File: config.mk
export PLATFORM = sky130hd
export DESIGN_NAME = acop_aux_port
export DESIGN_NICKNAME = d
export VERILOG_FILES = /design/src/acop_pkg.sv /design/src/acop_aux_port.sv /design/src/acop_text_fmt.sv
export SDC_FILE = /design/constraint.sdc
export NUM_CORES = 1
export LEC_CHECK = 0
export BUFFER_PORTS_ARGS = -buffer_cell sky130_fd_sc_hd__clkbuf_2
export CORE_ASPECT_RATIO = 1.5
export CORE_UTILIZATION = 40
export CTS_CLUSTER_SIZE = 8
export DETAILED_ROUTE_END_ITERATION = 8
export GPL_ROUTABILITY_DRIVEN = 0
export PLACE_DENSITY = 0.65
export SYNTH_ARGS = -nofsm -noshare
export SYNTH_HDL_FRONTEND = slang
export SYNTH_SLANG_ARGS = --single-unit
File: constraint.sdc
create_clock -name clock -period 7.63 [get_ports clock]
set_input_delay 0.763 -clock clock [delete_from_list [all_inputs] [get_ports clock]]
set_output_delay 0.763 -clock clock [all_outputs]
set_load 0.03 [all_outputs]
File: src/acop_pkg.sv
// Purpose: shared constants for the auxiliary control output port
// Assumes: 16 lines split into two bytes
// Notes:   radix codes select text formatting of byte readback
package acop_pkg;
    localparam int           LINE_COUNT   = 16;
    localparam int           BYTE_WIDTH   = 8;
    localparam int           IDX_WIDTH    = 5;
    localparam logic [15:0]  LINES_RESET  = 16'h0000;
    localparam logic [1:0]   BYTE_SEL_LOW = 2'h1;
    localparam logic [1:0]   BYTE_SEL_HIGH = 2'h2;
    localparam int           TEXT_CHARS   = 8;
    localparam logic [7:0]   ASCII_ZERO   = 8'h30;
    localparam logic [7:0]   ASCII_A      = 8'h41;
    localparam logic [7:0]   ASCII_SPACE  = 8'h20;
    typedef enum logic [1:0] {
        RADIX_DEC,
        RADIX_BIN,
        RADIX_HEX
    } acop_radix_e;
endpackage : acop_pkg

File: src/acop_aux_port.sv
// Overview of operation
// - sixteen aux lines; index n from 1 to 16 drives line n
// - per-line write ON drives high, OFF low; all low after reset
// - per-line query selects a line by index and reports its state
// - per-line query returns 1 for high, 0 for low
// - byte write selector 1 or 2 chooses the affected byte
// - byte query returns ascii text in decimal, binary or hex radix
// - selectors 1 and 2 address distinct bytes, both readable back
//
// Purpose: auxiliary control output port on the rear connector
// Assumes: command strobes are single-cycle pulses from the parser
// Notes:   out-of-range indices or selectors are ignored, query gives 0
`timescale 1ns/1ps
module acop_aux_port #(
    parameter int LINES = acop_pkg::LINE_COUNT
) (
    input  wire logic                          clock,
    input  wire logic                          srst,
    input  wire logic                          auxLineWriteCmd,
    input  wire logic [acop_pkg::IDX_WIDTH-1:0] lineIndex,
    input  wire logic                          lineValue,
    input  wire logic                          auxOctetWriteCmd,
    input  wire logic [1:0]                    octetSel,
    input  wire logic [7:0]                    octetValue,
    input  wire logic                          lineQuery,
    input  wire logic [acop_pkg::IDX_WIDTH-1:0] queryIndex,
    output logic                               lineState,
    output logic                               lineStateValid,
    input  wire logic                          octetQuery,
    input  wire logic [1:0]                    octetQuerySel,
    input  wire acop_pkg::acop_radix_e         replyRadixSetting,
    output logic [8*acop_pkg::TEXT_CHARS-1:0]  octetText,
    output logic [3:0]                         octetTextLen,
    output logic                               octetTextValid,
    output logic [LINES-1:0]                   auxRearConnector
);
    logic [LINES-1:0] aux_r;
    logic [LINES-1:0] aux_nxt;
    logic             lineState_r;
    logic             lineValid_r;
    logic [7:0]       octetPick;
    logic             octetOk;

    wire lineHit  = auxLineWriteCmd && lineIndex >= 5'd1
                    && lineIndex <= 5'(LINES);
    wire [acop_pkg::IDX_WIDTH-1:0] lineBit = lineIndex - 5'd1;
    wire octLow   = auxOctetWriteCmd && octetSel == acop_pkg::BYTE_SEL_LOW;
    wire octHigh  = auxOctetWriteCmd && octetSel == acop_pkg::BYTE_SEL_HIGH;
    wire qHit     = queryIndex >= 5'd1 && queryIndex <= 5'(LINES);
    wire [acop_pkg::IDX_WIDTH-1:0] qBit = queryIndex - 5'd1;

    // per-bit and per-byte writes share one state; a same-cycle collision
    // lets the per-bit write land last, since it is the finer request
    generate
        for (genvar n = 0; n < LINES; n++)
        begin : g_line
            always_comb
            begin
                aux_nxt[n] = aux_r[n];
                if (octLow && n < 8)
                    aux_nxt[n] = octetValue[n % 8];
                if (octHigh && n >= 8)
                    aux_nxt[n] = octetValue[n % 8];
                if (lineHit && lineBit == n)
                    aux_nxt[n] = lineValue;
            end
        end
    endgenerate

    assign octetOk   = octetQuerySel == acop_pkg::BYTE_SEL_LOW
                       || octetQuerySel == acop_pkg::BYTE_SEL_HIGH;
    assign octetPick = (octetQuerySel == acop_pkg::BYTE_SEL_HIGH)
                       ? aux_r[15:8] : aux_r[7:0];

    always_ff @(posedge clock)
    begin
        if (srst)
        begin
            aux_r       <= acop_pkg::LINES_RESET;
            lineState_r <= 1'b0;
            lineValid_r <= 1'b0;
        end
        else
        begin
            aux_r       <= aux_nxt;
            lineValid_r <= lineQuery;
            if (lineQuery)
                lineState_r <= qHit && aux_r[qBit[3:0]];
        end
    end

    assign auxRearConnector = aux_r;
    assign lineState        = lineState_r;
    assign lineStateValid   = lineValid_r;

    // unknown selector formats as zero rather than stalling the reply
    acop_text_fmt u_fmt (
        .clock   (clock),
        .srst    (srst),
        .start   (octetQuery),
        .value   (octetOk ? octetPick : 8'h00),
        .radix   (replyRadixSetting),
        .text    (octetText),
        .textLen (octetTextLen),
        .done    (octetTextValid)
    );

    line_write_a: assert property
        (@(posedge clock) disable iff (srst)
        lineHit |=> auxRearConnector[$past(lineBit[3:0])]
                    == $past(lineValue))
        else $error("line write not applied");

    line_others_a: assert property
        (@(posedge clock) disable iff (srst)
        lineHit && !auxOctetWriteCmd |=>
            ((auxRearConnector ^ $past(auxRearConnector))
             & ~(16'h0001 << $past(lineBit[3:0]))) == 16'h0000)
        else $error("line write touched other lines");

    octet_low_a: assert property
        (@(posedge clock) disable iff (srst)
        octLow && !lineHit |=> auxRearConnector[7:0] == $past(octetValue))
        else $error("low byte write not applied");

    octet_keep_a: assert property
        (@(posedge clock) disable iff (srst)
        octLow && !lineHit |=> $stable(auxRearConnector[15:8]))
        else $error("low byte write touched high byte");

    octet_high_a: assert property
        (@(posedge clock) disable iff (srst)
        octHigh && !lineHit |=> auxRearConnector[15:8] == $past(octetValue)
            && $stable(auxRearConnector[7:0]))
        else $error("high byte write wrong");

    bad_index_a: assert property
        (@(posedge clock) disable iff (srst)
        auxLineWriteCmd && !lineHit && !auxOctetWriteCmd
            |=> $stable(auxRearConnector))
        else $error("out of range line write applied");

    bad_octet_a: assert property
        (@(posedge clock) disable iff (srst)
        auxOctetWriteCmd && !octLow && !octHigh && !auxLineWriteCmd
            |=> $stable(auxRearConnector))
        else $error("bad byte selector applied");

    query_reply_a: assert property
        (@(posedge clock) disable iff (srst)
        lineQuery && qHit |=> lineStateValid
            && lineState == $past(aux_r[qBit[3:0]]))
        else $error("line query reply wrong");

    query_range_a: assert property
        (@(posedge clock) disable iff (srst)
        lineQuery && !qHit |=> lineStateValid && !lineState)
        else $error("bad index query not zero");

    query_pulse_a: assert property
        (@(posedge clock) disable iff (srst)
        !lineQuery |=> !lineStateValid)
        else $error("spurious query reply");

    query_hold_a: assert property
        (@(posedge clock) disable iff (srst)
        !lineQuery |=> $stable(lineState))
        else $error("query answer moved");

    hold_idle_a: assert property
        (@(posedge clock) disable iff (srst)
        !auxLineWriteCmd && !auxOctetWriteCmd |=> $stable(auxRearConnector))
        else $error("lines moved without command");

    reset_low_a: assert property
        (@(posedge clock)
        srst |=> auxRearConnector == acop_pkg::LINES_RESET)
        else $error("lines not low after reset");

    reset_reply_a: assert property
        (@(posedge clock)
        srst |=> !lineStateValid && !octetTextValid && !lineState)
        else $error("reply pending after reset");

    text_ready_a: assert property
        (@(posedge clock) disable iff (srst)
        octetQuery |=> octetTextValid && octetTextLen != 4'h0)
        else $error("byte query reply missing");

    text_pulse_a: assert property
        (@(posedge clock) disable iff (srst)
        !octetQuery |=> !octetTextValid)
        else $error("spurious byte reply");

    text_hold_a: assert property
        (@(posedge clock) disable iff (srst)
        !octetQuery |=> $stable(octetText) && $stable(octetTextLen))
        else $error("byte reply text moved");

    bin_len_a: assert property
        (@(posedge clock) disable iff (srst)
        octetQuery && replyRadixSetting == acop_pkg::RADIX_BIN
            |=> octetTextLen == 4'h8)
        else $error("binary reply length wrong");

    hex_len_a: assert property
        (@(posedge clock) disable iff (srst)
        octetQuery && replyRadixSetting == acop_pkg::RADIX_HEX
            |=> octetTextLen == 4'h2)
        else $error("hex reply length wrong");

    dec_len_a: assert property
        (@(posedge clock) disable iff (srst)
        octetQuery && replyRadixSetting == acop_pkg::RADIX_DEC
            |=> octetTextLen >= 4'h1 && octetTextLen <= 4'h3)
        else $error("decimal reply length wrong");

    bad_sel_reply_a: assert property
        (@(posedge clock) disable iff (srst)
        octetQuery && !octetOk && replyRadixSetting == acop_pkg::RADIX_DEC
            |=> octetText[7:0] == acop_pkg::ASCII_ZERO
                && octetTextLen == 4'h1)
        else $error("bad selector reply not zero");
endmodule : acop_aux_port

File: src/acop_text_fmt.sv
// Purpose: render one byte as ascii text, right aligned, space padded
// Assumes: radix held steady while start is pulsed
// Notes:   result registered; ready one cycle after start
`timescale 1ns/1ps
module acop_text_fmt (
    input  wire logic                          clock,
    input  wire logic                          srst,
    input  wire logic                          start,
    input  wire logic [7:0]                    value,
    input  wire acop_pkg::acop_radix_e         radix,
    output logic      [8*acop_pkg::TEXT_CHARS-1:0] text,
    output logic      [3:0]                    textLen,
    output logic                               done
);
    logic [8*acop_pkg::TEXT_CHARS-1:0] textNxt;
    logic [3:0]                        lenNxt;
    logic [7:0]                        hundreds;
    logic [7:0]                        tens;
    logic [7:0]                        ones;

    function automatic logic [7:0] hexChar(input logic [3:0] n);
        hexChar = (n < 4'hA) ? acop_pkg::ASCII_ZERO + {4'h0, n}
                             : acop_pkg::ASCII_A + {4'h0, n} - 8'h0A;
    endfunction : hexChar

    assign hundreds = value / 8'd100;
    assign tens     = (value / 8'd10) % 8'd10;
    assign ones     = value % 8'd10;

    always_comb
    begin
        textNxt = {acop_pkg::TEXT_CHARS{acop_pkg::ASCII_SPACE}};
        lenNxt  = 4'h0;
        unique case (radix)
            acop_pkg::RADIX_BIN:
            begin
                for (int i = 0; i < 8; i++)
                    textNxt[8*i +: 8] = acop_pkg::ASCII_ZERO + {7'h0, value[i]};
                lenNxt = 4'h8;
            end
            acop_pkg::RADIX_HEX:
            begin
                textNxt[7:0]  = hexChar(value[3:0]);
                textNxt[15:8] = hexChar(value[7:4]);
                lenNxt = 4'h2;
            end
            default:
            begin
                // leading zeros suppressed for decimal
                textNxt[7:0] = acop_pkg::ASCII_ZERO + ones;
                lenNxt = 4'h1;
                if (value >= 8'd10)
                begin
                    textNxt[15:8] = acop_pkg::ASCII_ZERO + tens;
                    lenNxt = 4'h2;
                end
                if (value >= 8'd100)
                begin
                    textNxt[23:16] = acop_pkg::ASCII_ZERO + hundreds;
                    lenNxt = 4'h3;
                end
            end
        endcase
    end

    always_ff @(posedge clock)
    begin
        if (srst)
        begin
            text    <= '0;
            textLen <= 4'h0;
            done    <= 1'b0;
        end
        else
        begin
            done <= start;
            if (start)
            begin
                text    <= textNxt;
                textLen <= lenNxt;
            end
        end
    end
endmodule : acop_text_fmt

==> impl_results.md, run 1 <==
* DRT Wirelength at 12300 µm
* Total inserted antenna cells at 0
* Worst path cell trace: clkbuf_2 > inv_1 > ha_1 > mux2i_2 > or2_1 > inv_2 > ha_1 > nor2_1 > nor3_1 > or3_1 > nand2_1 > clkinv_1 > nor2_1 > xnor2_1 > mux2i_1 > nor2_1 > o31ai_1 > a22oi_1 > o32ai_1 > xor2_1 > ha_1 > a21oi_1 > nor2_1 > a211oi_1
* Post-synth top area share at 21.3%
* Path type of the worst setup path: in2reg
* Post-layout total power at 765 µW
* Post-synthesis to final-layout area growth at 10.7%
* Total number of yosys warnings at 0
* Most used standard cell by instance count after synthesis: nor2_1
* Cell row count at 46
* Clock slew at the register clock pins of the worst setup and hold paths at 0.07 ns
* I/O Buffers at 87
* Post-synth top cells: nor2_1 (71), nand2_1 (48), dfxtp_1 (47)
* Max VDD drop at 0.000109 V
* Vias in the first global route at 4120
* Run status: finished, final reports clean
* Worst skew pair latency at 0.30 ns
* Number of vias per cell at 5.70
* Critical Path Max Stage Delay at 0.66 ns
* Number of antenna violations at the first check in global routing at 0
* Leading register cell type out of synthesis: dfxtp_1
* Clock sinks at 47
* Global router's overall resource usage at 21.6%
* Total via count in the routed design at 4465
* Data required time at the worst endpoint at 7.82 ns
* Cell with the largest stage delay on the worst path: ha_1
* Aggregate negative setup slack at 0 ns
* Die X at 87.9 µm
* Async set-or-reset flop fraction in the synthesized netlist at 0%
* Average routed wire per standard cell at 15.7 µm
* Mean Syn Cell Area at 7.55 µm²
* Multi-input combinational cell area at 0.00308 mm²
* Detailed-routing iteration count for the pre-antenna-repair pass at 5
* Leakage dissipation at 2.13 nW
* CTS max path bufs at 2
* Maximum number of pins on one net before global-route repair at 55
* Final Setup Violations at 0
* CTS tree: yes
* Flip-flop and latch count after synthesis at 47
* Final worst setup slack at 1.20 ns
* Kind of end point of the critical path: flip-flop
* Portion of the post-synthesis area used by sequential elements at 21.3%
* Area of the mapped netlist at 0.00443 mm²
* Remaining routing DRC violations at 0
* Wire length of the first global-routing pass at 19500 µm
* Total of hold buffers inserted after clock tree synthesis at 0
* Remaining antenna violation count after routing at 0
* Maximum clock rate at 155 MHz
* Data arrival time at the worst-slack endpoint at 6.63 ns
* Initial cell density of the core at 41.6%
* Worst min-delay path category: reg2reg
* Crit path max fanout at 17
* Cell count after placement at 776
* Global route overflow at 0
* Total die area at 0.0115 mm²
* Number of max-cap violations at 0
* Number of instances in the synthesized netlist at 586
* H-tree lvl count at 2
* I/O pin cnt at 118
* # nets final at 691
* Part of the cycle the worst path needs at 84.3%
* Setup repair after global routing missed its margin: no
* Tightest Pin Transition at 1.00 ns
* Fin cells at 784
* Setup Buffers After CTS at 0
* Number of max-slew violations in the final report at 0
* Share of cells above drive strength 1 at 19.7%
* EDFF count, synth at 0
* Dominant cell type by area after synthesis: dfxtp_1
* Y dimension of the die at 131 µm
* Most common cell on crit path: nor2_1
* Core area at 0.0106 mm²
* # resized after CTS at 0
* Worst slack after detailed placement at 1.01 ns
* Category of the worst setup path launch point: primary input
* Total area of sequential cells at 941 µm²
* Iter 0 DRT Violations at 240
* Number of distinct library cells after synthesis at 74
* Number of fill cells at 1086
* Clock Tree Root: clkbuf_16
* Total CTS buffers at 5
* Final standard cell utilization of the core at 46.0%
* Hold violation count in the final report at 0
* Final HPWL from detailed placement at 9480 µm
* Worst Skew at 0.00858 ns
* Slew headroom at 33.2%
* Shortest clock period the worst path allows after layout at 6.43 ns
* Cell Pwr Density at 156 mW/mm²
* Dominant cells by area after synthesis: dfxtp_1 (21%), buf_4 (7.0%), mux2i_1 (6.1%), nor2_1 (6.0%), ha_1 (5.9%)
[per-layer routing]
metal	share of wire (%)	global-route usage, %	vias up
met2	52	39.5	183
met4	3.8	10.3	0
li1	-	-	2161
met3	4.3	3.08	47
met5	0	0	-
met1	40	24.1	2074
[layout by cell type, fill, tap and decap left out, drive strengths merged, types with 5 or more instances in the layout]
cell type,n
o211ai,6
nor4,7
a31oi,8
a211oi,20
dfxtp,47
mux2,6
ha,21
nor3,10
and3,5
mux2i,30
conb,30
a21oi,44
or2,5
nor2,71
o2111ai,5
xnor2,10
o21ai,24
nand3,26
inv,21
nor2b,10
nand2,48
and2,5
nand2b,12
a22oi,5
clkbuf,92
nand4,7
[flip-flops by register name (all words and copies together) (netlist names)]
register          cells
auxRearConnector     16
lineState             1
lineStateValid        1
u_fmt.done            1
u_fmt.text           25
u_fmt.textLen         3
[per-stage QoR]
step                      hold slack [ns]  instance area (µm²)
after CTS                           0.476                 4900
after detailed placement            0.464                 4730
after global routing                0.502                 4900
final                               0.473                 4900
after floorplan                     0.593                 4530
after global placement              0.462                 4730
[worst max-delay path, delay by kind of cell]
kind | cells | cell delay, ns
and+or+nand+nor | 8 | 1.85
adders and majority gates | 3 | 1.15
xor gates and xnor gates | 2 | 0.48
buffers and inverters | 4 | 0.54
muxes | 2 | 0.67
AOI/OAI and AO/OA | 5 | 1.16
[final timing paths]
path,to,slack (ns),startpoint,depth (start not counted)
max,u_fmt.text[5]$_SDFFE_PP0P_,1.20,octetQuerySel[0],24
max reg2reg,u_fmt.text[5]$_SDFFE_PP0P_,2.21,auxRearConnector[13]$_SDFFE_PP0P_,21
min reg2reg,u_fmt.text[4]$_SDFFE_PP0P_,0.47,u_fmt.text[4]$_SDFFE_PP0P_,2
min,u_fmt.text[4]$_SDFFE_PP0P_,0.47,u_fmt.text[4]$_SDFFE_PP0P_,2
[area by class of cell]
class                   count  area share [%]
clock buffers               5            2.55
clock inverters             3           0.971
inverters                  21            1.61
multi-input cells         476            62.9
flip-flops and latches     47            19.2
well taps                 144            3.68
repair buffers             88            9.04
[where the power goes]
group          internal [mW]  switching (mW)
Clock                  0.157           0.104
Sequential             0.258          0.0102
Combinational         0.0756           0.161
Total                  0.490           0.275
[cells by family (layout without fill, tap and decap cells)]
logic type | Yosys count | count (layout) | share of synthesized area, %
and+or+nand+nor | 223 | 223 | 24.6
AOI/OAI and AO/OA | 148 | 148 | 23.2
buffers and inverters | 92 | 117 | 11.5
DFF | 47 | 47 | 21.3
muxes | 40 | 40 | 10.6
adders and majority gates | 22 | 22 | 6.19
xor gates and xnor gates | 13 | 13 | 2.57
other | 1 | 30 | 0.0847
(Power assumes the default switching activity.)
==> inputs of run 2 (changes only) <==
ABC_AREA = 1   (was unset)
PLACE_DENSITY = 0.68   (was 0.65)
clock period = 5.7 ns   (was 7.63 ns; I/O delays follow)
==> impl_results.md, run 2 <==
* Mean Syn Cell Area at 6.70 µm²
* Dominant cells by area after synthesis: dfxtp_1 (22%), nand2_1 (9.9%), buf_4 (7.2%), o21ai_0 (6.9%), ha_1 (6.3%)
* Portion of the post-synthesis area used by sequential elements at 22.4%
* Data arrival time at the worst-slack endpoint at 5.24 ns
* Final HPWL from detailed placement at 9220 µm
* I/O Buffers at 87
* CTS tree: yes
* Number of vias per cell at 5.37
* H-tree lvl count at 2
* Switching power as a share of total power at 42.7%
* Number of max-cap violations at 0
* Clock share of power at 26.0%
* Number of distinct library cells after synthesis at 48
* Vias in the first global route at 4148
* Share of power burned in combinational logic at 42.8%
* Total die area at 0.0109 mm²
* Data required time at the worst endpoint at 5.87 ns
* DRT Wirelength at 11600 µm
* Most common cell after layout, fill and taps aside: nand2_1
* Launching instance or port of the critical path: octetQuerySel[0]
* Worst slack on hold paths at 0.469 ns
* Total of hold buffers inserted after clock tree synthesis at 0
* Dominant cell type by area after synthesis: dfxtp_1
* Wire length of the first global-routing pass at 18800 µm
* Clock slew at the register clock pins of the worst setup and hold paths at 0.07 ns
* Slew headroom at 42.6%
* Max FFs per register at 25
* Worst Skew at 0.00589 ns
* Worst reg2reg startpoint: auxRearConnector[4]$_SDFFE_PP0P_
* Largest reg by FF count: u_fmt.text
* Shortest clock period the worst path allows after layout at 5.07 ns
* Worst slack after detailed placement at 0.311 ns
* Tightest Pin Transition at 0.860 ns
* Number of fill cells at 1078
* Cell with the largest stage delay on the worst path: ha_1
* Crit path max fanout at 11
* Average routed wire per standard cell at 14.3 µm
* Total inserted antenna cells at 0
* Cell row count at 45
* Post-synth top area share at 22.4%
* Min-delay src: lineState$_SDFFE_PP0P_
* Number of max-slew violations in the final report at 0
* Global route overflow at 0
* Iter 0 DRT Violations at 295
* Die X at 85.6 µm
* Most used standard cell by instance count after synthesis: nand2_1
* Async set-or-reset flop fraction in the synthesized netlist at 0%
* Worst min-delay path category: reg2reg
* Initial cell density of the core at 41.4%
* Total number of yosys warnings at 0
* Maximum number of pins on one net before global-route repair at 33
* Number of cell instances on the worst register-to-register path at 40
* Category of the worst setup path launch point: primary input
* Most common cell on crit path: nand2_2
* Run status: finished, final reports clean
* Hold violation count in the final report at 0
* Total area of sequential cells at 941 µm²
* Kind of end point of the critical path: flip-flop
* Path type of the worst setup path: in2reg
* Share of cells above drive strength 1 at 22.7%
* Part of the cycle the worst path needs at 89.0%
* Cell Pwr Density at 252 mW/mm²
* Post-synthesis to final-layout area growth at 11.3%
* Remaining antenna violation count after routing at 0
* EDFF count, synth at 0
* Setup repair after global routing missed its margin: no
* Commonest non-fill, non-tap cells in the layout: nand2_1 (110), clkbuf_2 (87), inv_1 (66)
* Total CTS buffers at 5
* Total via count in the routed design at 4349
* Flip-flop and latch count after synthesis at 47
* Leakage dissipation at 2.38 nW
* Global router's overall resource usage at 21.1%
* Cell count after placement at 802
* Max VDD drop at 0.000175 V
* Y dimension of the die at 127 µm
* Clock Tree Root: clkbuf_16
* Worst skew pair latency at 0.29 ns
* Post-synth top cells: nand2_1 (111), inv_1 (66), o21ai_0 (58)
* CTS max path bufs at 2
* Maximum clock rate at 197 MHz
* Number of instances in the synthesized netlist at 626
* Fin cells at 810
* Final Setup Violations at 0
* Leading register cell type out of synthesis: dfxtp_1
* Core area at 0.0101 mm²
* Multi-input combinational cell area at 0.00268 mm²
* Hold depth at 2
* Switching pwr at 503 µW
* Critical Path Max Stage Delay at 0.38 ns
* Area of the mapped netlist at 0.00420 mm²
* Final worst setup slack at 0.626 ns
* Detailed-routing iteration count for the pre-antenna-repair pass at 5
* I/O pin cnt at 118
* Part of the total power dissipated in sequential elements at 31.2%
* # nets final at 744
* Number of antenna violations at the first check in global routing at 0
* Total internal power at 674 µW
* Remaining routing DRC violations at 0
* Clock sinks at 47
* Aggregate negative setup slack at 0 ns
-- run 2: cell count changes after synthesis, sizes merged, moves of 6 or more --
cell,previous run,this run
xnor2,10,0
o311a,0,12
nor2,71,52
mux2,6,0
o21ai,24,62
nand3,26,51
clkbuf,22,14
a211oi,20,2
nor2b,10,0
nand2,48,141
nand2b,12,0
inv,20,74
mux2i,30,5
-- run 2: metal layers --
metal,vias to the layer above,routed length (µm),track usage (%),part of all wire [%]
li1,2166,-,-,-
met1,1963,4410,22.8,38
met2,188,6170,40.5,53
met3,32,610,2.39,5.3
met4,0,418,8.92,3.6
met5,-,0,0,0
-- run 2: final cells by class --
cell class	instances	share of cell area (%)
Sequential cell	47	20.1
Timing Repair Buffer	89	9.64
Clock inverter	2	0.348
Inverter	77	6.30
Clock buffer	6	2.97
Multi-Input combinational cell	472	57.5
Tap cell	117	3.13
-- run 2: timing repair --
| item | 4_1_cts | 5_1_grt |
|---|---|---|
| endpoints found under the setup margin | 0 | 2 |
| setup buffers | 0 | 0 |
| gates resized for setup | 0 | 1 |
-- run 2: through the flow --
stage	utilization [%]	area (µm²)	power [mW]
2_1_floorplan	-	4300	0.776
3_3_place_gp	44.5	4510	0.861
3_5_place_dp	44.5	4510	0.873
5_1_grt	46.1	4670	1.25
6_report	46.1	4670	1.18
4_1_cts	46.1	4670	1.18
-- run 2: worst paths after layout --
kind                            slack [ns]                     endpoint
worst min-delay path                  0.47       lineState$_SDFFE_PP0P_
worst min register to register        0.47       lineState$_SDFFE_PP0P_
worst max register to register        1.14  u_fmt.text[15]$_SDFFE_PP0P_
worst max-delay path                  0.63  u_fmt.text[15]$_SDFFE_PP0P_
-- run 2: power groups by stage --
stage | Combinational, mW | Sequential (mW) | Clock, mW
after floorplan | 0.361 | 0.415 | 0
after global placement | 0.487 | 0.374 | 0
after detailed placement | 0.498 | 0.375 | 0
after CTS | 0.501 | 0.367 | 0.308
after global routing | 0.557 | 0.370 | 0.321
final | 0.504 | 0.367 | 0.307
-- run 2: logic make-up (layout without fill, tap and decap cells) --
family          after synthesis  in the layout  share of synthesized area, %
simple gates                263            263                          31.6
buf+inv                     136            174                          16.3
xor+xnor                      4              4                         0.835
other cells                   1             30                        0.0894
compound gates              149            149                          21.3
flops                        47             47                          22.4
fa+ha+maj                    21             21                          6.26
mux                           5              5                          1.19
-- run 2: worst max-delay path: cells and delay by family --
family,cells,cell delay (ns)
AO/OA/AOI/OAI,2,0.25
adder cells (fa/ha/maj),3,0.79
buffers and inverters,7,0.72
AND/OR/NAND/NOR,32,2.89
==> inputs of run 3 (changes only) <==
CORE_UTILIZATION = 28   (was 40)
PLACE_DENSITY = 0.52   (was 0.68)
==> impl_results.md, run 3 (synthesis results as in run 2) <==
* Worst skew pair latency at 0.29 ns
* Maximum number of pins on one net before global-route repair at 33
* # nets final at 745
* I/O Buffers at 87
* Y dimension of the die at 152 µm
* Launching instance or port of the critical path: octetQuerySel[0]
* Number of max-slew violations in the final report at 0
* Vias in the first global route at 4079
* Total non-filler cell area in the finished layout at 0.00476 mm²
* Total of hold buffers inserted after clock tree synthesis at 0
* Die X at 102 µm
* Setup Buffers After CTS at 0
* Total via count in the routed design at 4177
* Wire length of the first global-routing pass at 19800 µm
* Post-synthesis to final-layout area growth at 13.4%
* Largest reg by FF count: u_fmt.text
* Number of antenna violations at the first check in global routing at 0
* Tightest Pin Transition at 0.920 ns
* DRT Wirelength at 12200 µm
* Max VDD drop at 0.000112 V
* Maximum clock rate at 200 MHz
* Leakage dissipation at 2.38 nW
* Shortest clock period the worst path allows after layout at 4.99 ns
* Data arrival time at the worst-slack endpoint at 5.15 ns
* Max FFs per register at 25
* Part of the cycle the worst path needs at 87.5%
* Share of cells above drive strength 1 at 22.3%
* Clock Tree Root: clkbuf_16
* Commonest non-fill, non-tap cells in the layout: nand2_1 (111), clkbuf_2 (87), inv_1 (66)
* Number of max-cap violations at 0
* Kind of end point of the critical path: flip-flop
* Category of cells accounting for the largest share of critical-path delay: simple AND/OR/NAND/NOR gates
* Critical Path Max Stage Delay at 0.39 ns
* Cell row count at 54
* I/O pin cnt at 118
* Total inserted antenna cells at 0
* Final HPWL from detailed placement at 9750 µm
* Most common cell after layout, fill and taps aside: nand2_1
* Min-delay src: u_fmt.text[7]$_SDFFE_PP0P_
* Cell Pwr Density at 243 mW/mm²
* Aggregate negative setup slack at 0 ns
* Clock sinks at 47
* Path type of the worst setup path: in2reg
* Category of the worst setup path launch point: primary input
* # resized after CTS at 0
* Remaining antenna violation count after routing at 0
* Number of vias per cell at 4.69
* CTS max path bufs at 2
* Run status: finished, final reports clean
* Worst min-delay path category: reg2reg
* Core area at 0.0146 mm²
* Global router's overall resource usage at 16.1%
* Worst Skew at 0.00523 ns
* Most common cell on crit path: nand2_1
* Global route overflow at 0
* Setup repair after global routing missed its margin: no
* Crit path max fanout at 11
* Iter 0 DRT Violations at 113
* Data required time at the worst endpoint at 5.86 ns
* Total die area at 0.0155 mm²
* Initial cell density of the core at 28.7%
* Detailed-routing iteration count for the pre-antenna-repair pass at 4
* Worst reg2reg startpoint: auxRearConnector[4]$_SDFFE_PP0P_
* H-tree lvl count at 2
* Reg-to-reg slack, setup at 1.26 ns
* Average routed wire per standard cell at 13.7 µm
* Total CTS buffers at 5
* Clock slew at the register clock pins of the worst setup and hold paths at 0.06 ns
* Slew headroom at 38.6%
* Remaining routing DRC violations at 0
* Placed standard-cell area at 0.00462 mm²
* Final Setup Violations at 0
* Number of buffers and inverters on the critical path at 6
* CTS tree: yes
* Cell with the largest stage delay on the worst path: ha_1
* Hold violation count in the final report at 0
run 3: changes by cell type in the layout (fill, tap and decap cells not counted), sizes merged:
cell	before	now
buf	2	3
clkbuf	93	94
clkinvlp	1	0
run 3: final cells by class:
class                      count  area [µm²]
clock buffer                   7         133
clock inverter                 1        5.00
fill                        1669        9840
inverter                      77         294
multi-input combinational    472        2680
sequential                    47         941
tap                          196         245
timing repair buffer          90         458
run 3: where the power goes:
group | switching, mW | total [mW] | internal, mW | leakage [nW]
Sequential | 0.0162 | 0.367 | 0.351 | 0.385
Clock | 0.123 | 0.286 | 0.162 | 0.0679
Combinational | 0.354 | 0.502 | 0.148 | 1.93
Total | 0.493 | 1.16 | 0.662 | 2.38
run 3: path summary, 6_finish.rpt:
check | end | cells after the start
min | u_fmt.text[7]$_SDFFE_PP0P_ | 2
max reg2reg | u_fmt.text[15]$_SDFFE_PP0P_ | 40
max | u_fmt.text[15]$_SDFFE_PP0P_ | 44
min reg2reg | u_fmt.text[7]$_SDFFE_PP0P_ | 2
run 3: stage by stage:
stage          total power, mW  util, %  instances  hold slack (ns)  worst slack (ns)
3_3_place_gp             0.877     31.7        882            0.460             0.490
6_report                  1.16     32.6        890            0.466             0.712
5_1_grt                   1.24     32.6        890            0.491          0.000117
3_5_place_dp             0.874     31.7        882            0.461             0.400
2_1_floorplan            0.776        -        655            0.589              1.11
4_1_cts                   1.16     32.6        890            0.471             0.691
run 3: metal layers:
layer  vias up  routed length, µm  global-route usage [%]
li1       2162                  -                       -
met1      1877               4910                    17.6
met2       117               6400                    30.1
met3        21                540                    2.71
met4         0                303                    6.12
met5         -                  0                       0
run 3: worst register-to-register path: cells and delay by family (launching register included):
| family | cells | cell delay [ns] |
|---|---|---|
| compound gates | 1 | 0.05 |
| fa+ha+maj | 2 | 0.42 |
| buf+inv | 3 | 0.29 |
| flops | 1 | 0.37 |
| simple gates | 34 | 3.20 |
